--- src/verilog/fcsm_defines.vh ---
// flash command sequencer constants
`ifndef FCSM_DEFINES_VH
`define FCSM_DEFINES_VH

// host register offsets
`define FCSM_REG_CMD 8'h00
`define FCSM_REG_ADDR 8'h04
`define FCSM_REG_WDATA 8'h08
`define FCSM_REG_CFG 8'h0c
`define FCSM_REG_STATUS 8'h10
`define FCSM_REG_RDATA 8'h14

// field positions
`define FCSM_CFG_BYTE_N 0
`define FCSM_CFG_ACCEL 1

// operation codes
`define FCSM_OP_READ 4'h0
`define FCSM_OP_RESET 4'h1
`define FCSM_OP_IDENT 4'h2
`define FCSM_OP_SS_ENTER 4'h3
`define FCSM_OP_SS_EXIT 4'h4
`define FCSM_OP_PROG 4'h5
`define FCSM_OP_BYP_ENTER 4'h6
`define FCSM_OP_BYP_PROG 4'h7
`define FCSM_OP_BYP_RESET 4'h8
`define FCSM_OP_HW_RESET 4'h9

// bank modes
`define FCSM_MODE_READ 2'h0
`define FCSM_MODE_IDENT 2'h1
`define FCSM_MODE_BYPASS 2'h2

// unlock and command cycle values
`define FCSM_UNL1_ADDR 32'h00000555
`define FCSM_UNL2_ADDR 32'h000002aa
`define FCSM_UNL1_DATA 16'h00aa
`define FCSM_UNL2_DATA 16'h0055
`define FCSM_CD_RESET 16'h00f0
`define FCSM_CD_IDENT 16'h0090
`define FCSM_CD_SS_ENTER 16'h0088
`define FCSM_CD_SS_EXIT 16'h0090
`define FCSM_CD_EXIT_TAIL 16'h0000
`define FCSM_CD_PROG 16'h00a0
`define FCSM_CD_BYPASS 16'h0020
`define FCSM_CD_BYP_RESET 16'h0090

// status bit positions on the data bus
`define FCSM_DQ_TOGGLE 6
`define FCSM_DQ_EXCEED 5

// strobe and reset widths in 5 ns clock cycles
`define FCSM_TWP_CYC 8'h07
`define FCSM_TACC_CYC 8'h0e
`define FCSM_TRP_CYC 8'h64
`define FCSM_TRH_CYC 8'h0a

`endif

--- src/verilog/fcsm_cycle.v ---
// one flash bus cycle: setup, strobe pulse, hold
`timescale 1ns/1ps
`default_nettype none
`include "fcsm_defines.vh"

module fcsm_cycle #(
    parameter AW = 21
) (
    input wire mclk,
    input wire sys_rst,
    input wire start,
    input wire abort,
    input wire is_write,
    input wire [AW-1:0] addr,
    input wire [15:0] wdata,
    output reg done,
    output reg [15:0] rdata,
    output reg [AW-1:0] fl_addr,
    output reg [15:0] fl_dq_o,
    output reg fl_dq_oe,
    input wire [15:0] fl_dq_i,
    output reg fl_ce_n,
    output reg fl_we_n,
    output reg fl_oe_n
);
    localparam C_IDLE = 2'h0;
    localparam C_SETUP = 2'h1;
    localparam C_PULSE = 2'h2;
    localparam C_HOLD = 2'h3;

    reg [1:0] st_r;
    reg [7:0] cnt_r;
    reg wr_r;

    always @(posedge mclk)
    begin
        if (sys_rst || abort)
        begin
            st_r <= C_IDLE;
            cnt_r <= 8'h00;
            wr_r <= 1'b0;
            done <= 1'b0;
            fl_dq_oe <= 1'b0;
            fl_ce_n <= 1'b1;
            fl_we_n <= 1'b1;
            fl_oe_n <= 1'b1;
            if (sys_rst)
            begin
                rdata <= 16'h0000;
                fl_addr <= {AW{1'b0}};
                fl_dq_o <= 16'h0000;
            end
        end
        else
        begin
            done <= 1'b0;
            case (st_r)
                C_IDLE:
                begin
                    if (start)
                    begin
                        // address and data settle first
                        fl_addr <= addr;
                        fl_dq_o <= wdata;
                        fl_dq_oe <= is_write;
                        wr_r <= is_write;
                        st_r <= C_SETUP;
                    end
                end
                C_SETUP:
                begin
                    // later falling edge sees a stable address
                    fl_ce_n <= 1'b0;
                    fl_we_n <= ~wr_r;
                    fl_oe_n <= wr_r;
                    cnt_r <= 8'h00;
                    st_r <= C_PULSE;
                end
                C_PULSE:
                begin
                    if (cnt_r == (wr_r ? `FCSM_TWP_CYC - 1 : `FCSM_TACC_CYC - 1))
                    begin
                        // data held past first rise
                        fl_ce_n <= 1'b1;
                        fl_we_n <= 1'b1;
                        fl_oe_n <= 1'b1;
                        if (!wr_r)
                            rdata <= fl_dq_i;
                        st_r <= C_HOLD;
                    end
                    else
                        cnt_r <= cnt_r + 8'h01;
                end
                C_HOLD:
                begin
                    fl_dq_oe <= 1'b0;
                    done <= 1'b1;
                    st_r <= C_IDLE;
                end
                default: st_r <= C_IDLE;
            endcase
        end
    end
endmodule
`default_nettype wire

--- src/verilog/fcsm_ctrl.v ---
// host controller that issues command sequences to a banked nor flash
// Notes on behaviour
// - identification mode left only by reset write; the code also leaves it on hardware reset (S_RREC sets read mode)
// - exceeded time needs reset; busy held until then
// - identification is two unlocks plus command
// - identification only from read, nothing busy
// - three-write entry, four-write exit, protected region
// - program is four writes, then self-timed
// - bypass entry 20h; bypass program A0h then data
// - bypass accepts only bypass program and reset
// - host writes only valid sequences
//
// Added by the designer: the address map and the plain strobed port.
`timescale 1ns/1ps
`default_nettype none
`include "fcsm_defines.vh"

module fcsm_ctrl #(
    parameter AW = 21
) (
    input wire mclk,
    input wire sys_rst,
    input wire [7:0] reg_addr,
    input wire [31:0] reg_wdata,
    input wire reg_wr,
    input wire reg_rd,
    output reg [31:0] reg_rdata,
    output wire [AW-1:0] fl_addr,
    output wire [15:0] fl_dq_o,
    output wire fl_dq_oe,
    input wire [15:0] fl_dq_i,
    output wire fl_ce_n,
    output wire fl_we_n,
    output wire fl_oe_n,
    output reg fl_reset_n,
    output reg fl_byte_n,
    output reg fl_accel_hv,
    input wire fl_ready_busy_n
);
    localparam S_IDLE = 3'h0;
    localparam S_SEQ = 3'h1;
    localparam S_WAITW = 3'h2;
    localparam S_POLL = 3'h3;
    localparam S_WAITP = 3'h4;
    localparam S_RST = 3'h5;
    localparam S_RREC = 3'h6;

    localparam [31:0] UNL1_A = `FCSM_UNL1_ADDR;
    localparam [31:0] UNL2_A = `FCSM_UNL2_ADDR;

    reg [2:0] state_r;
    reg [3:0] op_r;
    reg [2:0] step_r;
    reg [AW-1:0] cmd_addr_r;
    reg [15:0] cmd_data_r;
    reg [15:0] rdata_r;
    reg [1:0] mode_r;
    reg ss_map_r;
    reg reject_r;
    reg fail_r;
    reg first_r;
    reg prev_tog_r;
    reg exc_seen_r;
    reg [7:0] cnt_r;
    reg legal;
    reg [17:0] step_word;
    reg [AW-1:0] cyc_addr;

    wire cyc_done;
    wire [15:0] cyc_rdata;
    wire idle = (state_r == S_IDLE);
    wire cmd_wr = reg_wr && (reg_addr == `FCSM_REG_CMD);
    wire [3:0] new_op = reg_wdata[3:0];
    wire hw_req = cmd_wr && (new_op == `FCSM_OP_HW_RESET);
    wire accept = cmd_wr && (hw_req || (idle && legal));
    wire cyc_start = (state_r == S_SEQ) || (state_r == S_POLL);
    wire cyc_write = (state_r == S_SEQ);
    wire bypass_eff = (mode_r == `FCSM_MODE_BYPASS) || fl_accel_hv;
    wire rd_mode = (mode_r == `FCSM_MODE_READ);
    wire tog_now = cyc_rdata[`FCSM_DQ_TOGGLE];

    // write cycles per sequence
    function [2:0] op_len;
        input [3:0] op;
        begin
            case (op)
                `FCSM_OP_RESET: op_len = 3'h1;
                `FCSM_OP_IDENT: op_len = 3'h3;
                `FCSM_OP_SS_ENTER: op_len = 3'h3;
                `FCSM_OP_SS_EXIT: op_len = 3'h4;
                `FCSM_OP_PROG: op_len = 3'h4;
                `FCSM_OP_BYP_ENTER: op_len = 3'h3;
                `FCSM_OP_BYP_PROG: op_len = 3'h2;
                `FCSM_OP_BYP_RESET: op_len = 3'h2;
                default: op_len = 3'h1;
            endcase
        end
    endfunction

    // {address select, data}: 0 first unlock, 1 second unlock, 2 user address
    function [17:0] seq_word;
        input [3:0] op;
        input [2:0] step;
        input [15:0] udata;
        begin
            seq_word = {2'h2, `FCSM_CD_RESET};
            if (op == `FCSM_OP_BYP_PROG)
                seq_word = {2'h2, (step == 3'h0) ? `FCSM_CD_PROG : udata};
            else if (op == `FCSM_OP_BYP_RESET)
                seq_word = {2'h2, (step == 3'h0) ? `FCSM_CD_BYP_RESET : `FCSM_CD_EXIT_TAIL};
            else if (op != `FCSM_OP_RESET)
            begin
                case (step)
                    3'h0: seq_word = {2'h0, `FCSM_UNL1_DATA};
                    3'h1: seq_word = {2'h1, `FCSM_UNL2_DATA};
                    3'h2:
                    begin
                        case (op)
                            `FCSM_OP_IDENT: seq_word = {2'h2, `FCSM_CD_IDENT};
                            `FCSM_OP_SS_ENTER: seq_word = {2'h0, `FCSM_CD_SS_ENTER};
                            `FCSM_OP_SS_EXIT: seq_word = {2'h0, `FCSM_CD_SS_EXIT};
                            `FCSM_OP_PROG: seq_word = {2'h0, `FCSM_CD_PROG};
                            default: seq_word = {2'h0, `FCSM_CD_BYPASS};
                        endcase
                    end
                    default:
                        seq_word = {2'h2, (op == `FCSM_OP_PROG) ? udata : `FCSM_CD_EXIT_TAIL};
                endcase
            end
        end
    endfunction

    // commands legal in the mirrored mode
    always @*
    begin
        legal = 1'b0;
        case (new_op)
            `FCSM_OP_READ: legal = 1'b1;
            `FCSM_OP_RESET: legal = !bypass_eff;
            `FCSM_OP_IDENT: legal = rd_mode && !bypass_eff;
            `FCSM_OP_SS_ENTER: legal = rd_mode && !ss_map_r && !bypass_eff;
            `FCSM_OP_SS_EXIT: legal = rd_mode && ss_map_r;
            `FCSM_OP_PROG: legal = rd_mode && !bypass_eff;
            `FCSM_OP_BYP_ENTER: legal = rd_mode && !ss_map_r;
            `FCSM_OP_BYP_PROG: legal = bypass_eff;
            `FCSM_OP_BYP_RESET: legal = (mode_r == `FCSM_MODE_BYPASS) && !fl_accel_hv;
            default: legal = 1'b0;
        endcase
    end

    always @*
    begin
        step_word = seq_word(op_r, step_r, cmd_data_r);
        case (step_word[17:16])
            2'h0: cyc_addr = UNL1_A[AW-1:0];
            2'h1: cyc_addr = UNL2_A[AW-1:0];
            default: cyc_addr = cmd_addr_r;
        endcase
    end

    always @(posedge mclk)
    begin
        if (sys_rst)
        begin
            state_r <= S_IDLE;
            op_r <= `FCSM_OP_READ;
            step_r <= 3'h0;
            cmd_addr_r <= {AW{1'b0}};
            cmd_data_r <= 16'hffff;
            rdata_r <= 16'h0000;
            mode_r <= `FCSM_MODE_READ;
            ss_map_r <= 1'b0;
            reject_r <= 1'b0;
            fail_r <= 1'b0;
            first_r <= 1'b1;
            prev_tog_r <= 1'b0;
            exc_seen_r <= 1'b0;
            cnt_r <= 8'h00;
            fl_reset_n <= 1'b1;
            fl_byte_n <= 1'b1;
            fl_accel_hv <= 1'b0;
        end
        else
        begin
            if (reg_wr && idle && (reg_addr == `FCSM_REG_ADDR))
                cmd_addr_r <= reg_wdata[AW-1:0];
            if (reg_wr && idle && (reg_addr == `FCSM_REG_WDATA))
                cmd_data_r <= reg_wdata[15:0];
            if (reg_wr && idle && (reg_addr == `FCSM_REG_CFG))
            begin
                fl_byte_n <= reg_wdata[`FCSM_CFG_BYTE_N];
                fl_accel_hv <= reg_wdata[`FCSM_CFG_ACCEL] && !ss_map_r;
            end
            if (cmd_wr && !accept)
                reject_r <= 1'b1;
            if (accept)
            begin
                reject_r <= 1'b0;
                fail_r <= 1'b0;
                op_r <= new_op;
                step_r <= 3'h0;
                first_r <= 1'b1;
                exc_seen_r <= 1'b0;
                cnt_r <= 8'h00;
                if (hw_req)
                begin
                    fl_reset_n <= 1'b0;
                    state_r <= S_RST;
                end
                else if (new_op == `FCSM_OP_READ)
                    state_r <= S_POLL;
                else
                    state_r <= S_SEQ;
            end
            else
            begin
                case (state_r)
                    S_SEQ: state_r <= S_WAITW;
                    S_WAITW:
                    begin
                        if (cyc_done)
                        begin
                            if (step_r != op_len(op_r) - 3'h1)
                            begin
                                step_r <= step_r + 3'h1;
                                state_r <= S_SEQ;
                            end
                            else if ((op_r == `FCSM_OP_PROG) || (op_r == `FCSM_OP_BYP_PROG))
                                state_r <= S_POLL;
                            else
                            begin
                                state_r <= S_IDLE;
                                case (op_r)
                                    `FCSM_OP_RESET: mode_r <= `FCSM_MODE_READ;
                                    `FCSM_OP_IDENT: mode_r <= `FCSM_MODE_IDENT;
                                    `FCSM_OP_SS_ENTER: ss_map_r <= 1'b1;
                                    `FCSM_OP_SS_EXIT: ss_map_r <= 1'b0;
                                    `FCSM_OP_BYP_ENTER: mode_r <= `FCSM_MODE_BYPASS;
                                    `FCSM_OP_BYP_RESET: mode_r <= `FCSM_MODE_READ;
                                    default: mode_r <= mode_r;
                                endcase
                            end
                        end
                    end
                    S_POLL: state_r <= S_WAITP;
                    S_WAITP:
                    begin
                        if (cyc_done)
                        begin
                            rdata_r <= cyc_rdata;
                            prev_tog_r <= tog_now;
                            first_r <= 1'b0;
                            if (op_r == `FCSM_OP_READ)
                                state_r <= S_IDLE;
                            else if (!first_r && (tog_now == prev_tog_r) && fl_ready_busy_n)
                                state_r <= S_IDLE;
                            else if (!first_r && exc_seen_r && (tog_now != prev_tog_r))
                            begin
                                // still toggling after exceeded time: reset write
                                fail_r <= 1'b1;
                                op_r <= `FCSM_OP_RESET;
                                step_r <= 3'h0;
                                state_r <= S_SEQ;
                            end
                            else
                            begin
                                if (!first_r)
                                    exc_seen_r <= cyc_rdata[`FCSM_DQ_EXCEED];
                                state_r <= S_POLL;
                            end
                        end
                    end
                    S_RST:
                    begin
                        if (cnt_r == `FCSM_TRP_CYC - 1)
                        begin
                            fl_reset_n <= 1'b1;
                            cnt_r <= 8'h00;
                            state_r <= S_RREC;
                        end
                        else
                            cnt_r <= cnt_r + 8'h01;
                    end
                    S_RREC:
                    begin
                        if (cnt_r == `FCSM_TRH_CYC - 1)
                        begin
                            // hardware reset leaves banks in read mode
                            mode_r <= `FCSM_MODE_READ;
                            ss_map_r <= 1'b0;
                            state_r <= S_IDLE;
                        end
                        else
                            cnt_r <= cnt_r + 8'h01;
                    end
                    default: state_r <= S_IDLE;
                endcase
            end
        end
    end

    // register read data, one cycle after the strobe
    always @(posedge mclk)
    begin
        if (sys_rst)
            reg_rdata <= 32'h00000000;
        else if (reg_rd)
        begin
            case (reg_addr)
                `FCSM_REG_CMD: reg_rdata <= {28'h0000000, op_r};
                `FCSM_REG_ADDR: reg_rdata <= {{(32 - AW){1'b0}}, cmd_addr_r};
                `FCSM_REG_WDATA: reg_rdata <= {16'h0000, cmd_data_r};
                `FCSM_REG_CFG: reg_rdata <= {30'h00000000, fl_accel_hv, fl_byte_n};
                `FCSM_REG_STATUS: reg_rdata <= {24'h000000, fl_accel_hv, mode_r, ss_map_r,
                    fl_ready_busy_n, fail_r, reject_r, !idle};
                `FCSM_REG_RDATA: reg_rdata <= {16'h0000, rdata_r};
                default: reg_rdata <= 32'h00000000;
            endcase
        end
        else
            reg_rdata <= 32'h00000000;
    end

    fcsm_cycle #(.AW(AW)) u_cycle (
        .mclk(mclk),
        .sys_rst(sys_rst),
        .start(cyc_start),
        .abort(hw_req),
        .is_write(cyc_write),
        .addr(cyc_write ? cyc_addr : cmd_addr_r),
        .wdata(step_word[15:0]),
        .done(cyc_done),
        .rdata(cyc_rdata),
        .fl_addr(fl_addr),
        .fl_dq_o(fl_dq_o),
        .fl_dq_oe(fl_dq_oe),
        .fl_dq_i(fl_dq_i),
        .fl_ce_n(fl_ce_n),
        .fl_we_n(fl_we_n),
        .fl_oe_n(fl_oe_n)
    );
endmodule
`default_nettype wire

--- config.mk ---
export PLATFORM = sky130hd
export DESIGN_NAME = fcsm_ctrl
export DESIGN_NICKNAME = d
export VERILOG_FILES = /design/src/verilog/fcsm_cycle.v /design/src/verilog/fcsm_ctrl.v
export VERILOG_INCLUDE_DIRS = /design/src /design/src/verilog
export SDC_FILE = /design/constraint.sdc
export NUM_CORES = 1
export LEC_CHECK = 0
export BUFFER_PORTS_ARGS = -buffer_cell sky130_fd_sc_hd__buf_2
export CAP_MARGIN = 20
export CORE_ASPECT_RATIO = 1.75
export CORE_MARGIN = 5
export CORE_UTILIZATION = 35
export CTS_BUF_LIST = sky130_fd_sc_hd__clkbuf_2 sky130_fd_sc_hd__clkbuf_4 sky130_fd_sc_hd__clkbuf_8
export CTS_CLUSTER_DIAMETER = 80
export CTS_CLUSTER_SIZE = 30
export DETAILED_ROUTE_END_ITERATION = 16
export PLACE_DENSITY_LB_ADDON = 0.3
export REMOVE_ABC_BUFFERS = 1
export SYNTH_ARGS = -nofsm -noshare
export SYNTH_HDL_FRONTEND = slang
export SYNTH_SLANG_ARGS = --single-unit
--- constraint.sdc ---
create_clock -name mclk -period 6.49 [get_ports mclk]
set_clock_uncertainty 0.2 [all_clocks]
set_input_delay 0.9735 -clock mclk [delete_from_list [all_inputs] [get_ports mclk]]
set_output_delay 0.9735 -clock mclk [all_outputs]
set_load 0.005 [all_outputs]
; ---- Yosys cells after proc, flatten, opt, wreduce, memory -nomap -nowiden
; Memory sizes are Yosys's and may differ from the RTL's. A register that Yosys moved wholly into a read port is not among the register bits.
; Index checks and enable logic that the tools add are counted.
[op_classes]
addsub = 4
multipliers = 0
n_div = 0
order_cmp = 0
eq_ne = 66
n_shift = 0
n_mux = 88
n_bitwise = 7
n_reduce_logical = 74
[op_table]
columns = operator, n
row1 = $mux W16, 10
row2 = $pmux W21 S6, 1
row3 = $mux W21, 5
row4 = $pmux W18 S4, 1
row5 = $mux W18, 3
row6 = $pmux W18 S3, 1
row7 = $mux W3, 16
row8 = $pmux W21 S2, 1
row9 = $mux W4, 9
row10 = $eq A4 B3 Y1 const B, 8
row11 = $eq A8 B32 Y1, 1
row12 = $mux W8, 4
row13 = $pmux W8 S2, 2
row14 = $ne A2 B2 Y1 const B, 15
row15 = $reduce_bool A2 Y1, 14
row16 = $eq A8 B4 Y1 const B, 3
row17 = $mux W2, 12
row18 = $reduce_and A7 Y1, 3
row19 = $logic_and A1 B1 Y1, 19
row20 = $pmux W3 S6, 1
row21 = $add A8 B1 Y8 const B, 2
row22 = $eq A4 B2 Y1 const B, 4
row23 = $eq A8 B5 Y1 const B, 2
row24 = $reduce_and A2 Y1, 7
row25 = other kinds (38), 95
[word_totals]
reg_bits = 183
latch_bits = 0
ramBits = 0
mem_bits_ro = 48
inputBits = 61
out_inout_bits = 76
elab_cells = 269
memories = 1
[mem_list]
columns = name, depth, width, read_ports, rd_ports_with_merged_regs, wr, line
row1 = (no name shown), 16, 3, 1, 1, 0, fcsm_ctrl.v:86  ; case (op)

; ---- Logic depth before layout (Yosys ltp)
[logic_depth]
ltp_word = 16
ltp_mapped = 9
mapped_depth_nobuf = 9

; ---- By module
; Synthesis repeated with hierarchy kept, for this count alone.
[hier_totals]
hier_cells = 918
hier_area_um2 = 8232.9
[by_module_without_submodules]
columns = mod, n_inst, cells_each, area_per_inst_um2, seq_area_each_um2
row1 = fcsm_ctrl, 1, 702, 5398.9, 2102.0
row2 = fcsm_cycle, 1, 216, 2834.0, 1911.8

; ---- Worst setup path before layout
; No wires, ideal clock.
[synth_timing]
path_type = input-to-reg
startpoint = input reg_addr[4]
endpoint = register u_cycle.fl_addr[0], enable pin
setup_ns = 0.483
t_arrival_ns = 4.187
required_time_ns = 5.807
setup_slack_ns = 1.621
stages = 4
n_path_buf = 1
path_cell_list = clkbuf_1 or4_4 nor4b_4 o21ai_0
[synth_between]
elab_chain_len = 6
elab_cells_between_ends = 8
classes_between = eq/ne (1) / reduce/logical (7)
[synth_rtl]
columns = element, line
row1 = start: declaration, fcsm_ctrl.v:23  ; input wire [7:0] reg_addr,
row2 = $logic_not A8 Y1 *, --
row3 = $logic_and A1 B1 Y1 *, fcsm_ctrl.v:72  ; wire cmd_wr = reg_wr && (reg_addr == `FCSM_REG_CMD);
row4 = $logic_and A1 B1 Y1 *, fcsm_ctrl.v:74  ; wire hw_req = cmd_wr && (new_op == `FCSM_OP_HW_RESET);
row5 = $logic_or A1 B1 Y1 *, fcsm_cycle.v:37  ; if (sys_rst || abort)
row6 = $ne A2 B2 Y1 (no source line) / $reduce_bool A2 Y1 (equally long branches), --
row7 = $reduce_and A3 Y1 (no source line) *, --
row8 = end signal: assignment, fcsm_cycle.v:50  ; fl_addr <= {AW{1'b0}};
row9 = end signal: assignment, fcsm_cycle.v:63  ; fl_addr <= addr;
row10 = end: declaration, fcsm_cycle.v:18  ; output reg [AW-1:0] fl_addr,
; Every way passes the cells marked *; elsewhere a longest branch is shown, timed or not.
; A chain may end at the register's enable or synchronous reset.

; ---- Worst setup path in the final report
[layout_timing]
startpoint = input reg_addr[6]
endpoint = register cmd_addr_r[5]
[layout_between]
elab_chain_len = 2
[layout_rtl]
columns = element, line
row1 = $eq A8 B3 Y1, --
row2 = $logic_and A1 B1 Y1, fcsm_ctrl.v:185  ; if (reg_wr && idle && (reg_addr == `FCSM_REG_ADDR))
row3 = end signal: assignment, fcsm_ctrl.v:168  ; cmd_addr_r <= {AW{1'b0}};
row4 = end signal: assignment, fcsm_ctrl.v:186  ; cmd_addr_r <= reg_wdata[AW-1:0];
row5 = end: declaration, fcsm_ctrl.v:54  ; reg [AW-1:0] cmd_addr_r;
; Every way passes these cells.

==> results.json <==
{
  "outcome": "completed",
  "place_hpwl_um": 16000,
  "cts_buffers": 17,
  "critPathBufInv": 1,
  "post-route-worst-setup-slack_ns": 2.63,
  "max_slew_margin_pct": 33.0,
  "critPathMaxStageDelay_ns": 0.84,
  "synth.avg_cell_area_um2": 9.13,
  "drv_slew": 0,
  "multiInputGateArea_um2": 3550,
  "antenna_found_initial": 3,
  "worst-r2r-cell-count": 7,
  "yosysSeqAreaShare_pct": 51.3,
  "coreArea_um2": 22100,
  "crit_path_max_fanout": 21,
  "crit_path_frequent_cell": "nand2_1",
  "synth_area_um2": 7830,
  "worstSkewPairLatency_ns": 0.47,
  "viasPerCell": 5.15,
  "cp-startpoint": "reg_addr[6]",
  "drt_first_pass_iters": 5,
  "routed_wl_um": 21600,
  "grt_pass1_vias": 6233,
  "max_clock_freq_mhz": 259,
  "power_density_nw_per_um2": 224,
  "ys_async_sr_fraction_pct": 0,
  "die_h_um": 208,
  "leakagePower_nw": 3.56,
  "drc": 0,
  "synth_cell_types": 70,
  "worst_hold_path_type": "flip-flop to flip-flop",
  "tightest_slew_ns": 1.00,
  "register_area_um2": 4010,
  "r2r-end": "u_cycle.fl_addr[8]$_SDFFCE_PP0P_",
  "setup_viol": 0,
  "finalHoldViolCount": 0,
  "die-area_um2": 25600,
  "synth_top_cell_by_area": "dfxtp_1",
  "min_period_ns": 3.86,
  "h-tree-depth": 4,
  "grt_pass1_wl_um": 33900,
  "syn_to_final_growth_pct": 15.2,
  "syn_inst": 857,
  "drt_iter0_drc": 541,
  "gp_congestion": 0.877,
  "rsz0062_at_grt": "no",
  "arrival_ns": 4.00,
  "post_cts_buffers": 0,
  "ys_ff_latch": 174,
  "pre_cts_slack_ns": 2.17,
  "cap_viol_max_count": 0,
  "hold_start": "u_cycle.fl_ce_n$_SDFFE_PP1P_",
  "cp-endpoint": "cmd_addr_r[5]$_SDFFE_PP0P_",
  "critical_path_class": "primary input to flip-flop",
  "ys_warn_count": 0,
  "final_util_pct": 40.8,
  "cp-start-kind": "primary input",
  "place.port_buffers": 114,
  "period_share_pct": 59.5,
  "cts_hold_buf": 0,
  "vdd_drop_max_mv": 0.0993,
  "ant_nets": 0,
  "io_pins": 137,
  "r2r_slack_ns": 3.37,
  "cts_buffer_depth": 2,
  "drive_above_1_share_pct": 18.0,
  "r2r-start": "op_r[1]$_SDFFE_PP0N_",
  "cts.clk_slew.worst_paths_ns": 0.11,
  "cts.root.buffer_cell": "clkbuf_8",
  "cts_tree": "yes",
  "required_ns": 6.63,
  "gr-total-overflow": 0,
  "timing.setup.tns_ns": 0,
  "grt_util_all_layers_pct": 17.0,
  "die_width_um": 123,
  "mostFrequentLayoutCell": "nand2_1",
  "initial_core_util_pct": 35.5,
  "synth_top_area_share_pct": 31.0,
  "cts_resized": 0,
  "vias": 6504,
  "critical-path-top-delay-family": "simple AND/OR/NAND/NOR gates",
  "rows": 72,
  "fill_cells": 2206,
  "worst_path_max_delay_cell": "and2_0",
  "synth.area.top_cells": "dfxtp_1 31%, edfxtp_1 20%, nand2_1 7.8%",
  "crit_chain": "buf_2, or4_1, nor3_2, and2_0, nand2_1, nand2_1, a21oi_1",
  "final_cell_mix": "163 x nand2_1, 121 x dfxtp_1, 114 x buf_2",
  "wire_per_inst_um": 17.1,
  "synth_edf_count": 53,
  "end_kind": "flip-flop",
  "ys_dominant_reg_cell": "dfxtp_1",
  "cp_num_cells": 7,
  "grt_start_max_net_pins": 52,
  "clkSinkCount": 174,
  "final_nets": 1025
}
## how the worst min path moves through the flow
stage	endpoint	slack (ns)	cells past startpoint
after floorplan	rdata_r[1]$_SDFFE_PP0P_	0.23	2
after global placement	u_cycle.fl_ce_n$_SDFFE_PP1P_	0.24	2
after detailed placement	u_cycle.fl_ce_n$_SDFFE_PP1P_	0.24	2
after CTS	u_cycle.fl_ce_n$_SDFFE_PP1P_	0.26	2
after global routing	u_cycle.fl_ce_n$_SDFFE_PP1P_	0.29	2
final	u_cycle.fl_ce_n$_SDFFE_PP1P_	0.26	2
## state kept, by name, summed over array words and instances, names as in the netlist, 8 cells and up, named ones only
name             flops
u_cycle.cnt_r        8
reg_rdata           21
cmd_addr_r          21
cmd_data_r          16
u_cycle.fl_dq_o     16
u_cycle.fl_addr     21
cnt_r                8
rdata_r             16
u_cycle.rdata       16
## worst register-to-register path, delay by kind of cell, from the launching register on
kind / cells / cell delay (ns)
simple gates: 6 / 1.48
flops: 1 / 0.83
compound gates: 1 / 0.37
## layer usage
layer  up-vias  wire, µm  part of all wire, %  track usage (%)
met3        35      1330                  6.1             3.30
met5         -        23                 0.11                0
met4         4       538                  2.5             6.12
li1       3204         -                    -                -
met1      3062      8440                   39             19.4
met2       199     11300                   52             30.8
## through the flow
step / power (mW) / cells / hold WS [ns] / area [µm²]
after floorplan: 1.24 / 811 / 0.227 / 7610
after global placement: 1.31 / 1228 / 0.241 / 8620
after detailed placement: 1.31 / 1229 / 0.238 / 8630
after CTS: 2.04 / 1261 / 0.260 / 9010
after global routing: 2.10 / 1261 / 0.289 / 9010
final: 2.02 / 1262 / 0.258 / 9010
## cell usage after synthesis, drive strengths merged, types with 11 or more instances
cell type,number
a21oi,71
nor3,15
buf,16
a222oi,15
clkbuf,40
nand3,29
ha,12
o21ai,25
inv,15
and3,24
and2,33
dfxtp,121
edfxtp,53
nor2,82
nand2,163
xor2,11
## cells by family (layout without fill, tap and decap cells)
logic type,count (synthesis),after routing,share of synthesized area (%)
other,1,12,0.0479
buffers and inverters,72,170,4.04
flip-flops,174,174,51.3
adder cells (fa/ha/maj),12,12,1.92
AND/OR/NAND/NOR,399,399,24.7
AO/OA/AOI/OAI,165,165,13.6
multiplexers,16,16,2.14
XOR/XNOR,18,18,2.21
## area by class of cell
class                   count  area share [%]
flip-flops and latches    174            44.5
multi-input cells         621            39.4
repair buffers            122            7.00
well taps                 296            4.11
clock buffers              17            2.60
clock inverters            15            1.64
inverters                  16           0.666
diodes                      1          0.0278
## power breakdown
part	internal (mW)	switching, mW
Sequential	1.14	0.0106
Clock	0.286	0.449
Combinational	0.0472	0.0854
Total	1.48	0.545
Note: power is estimated with default switching activity, not from simulation.
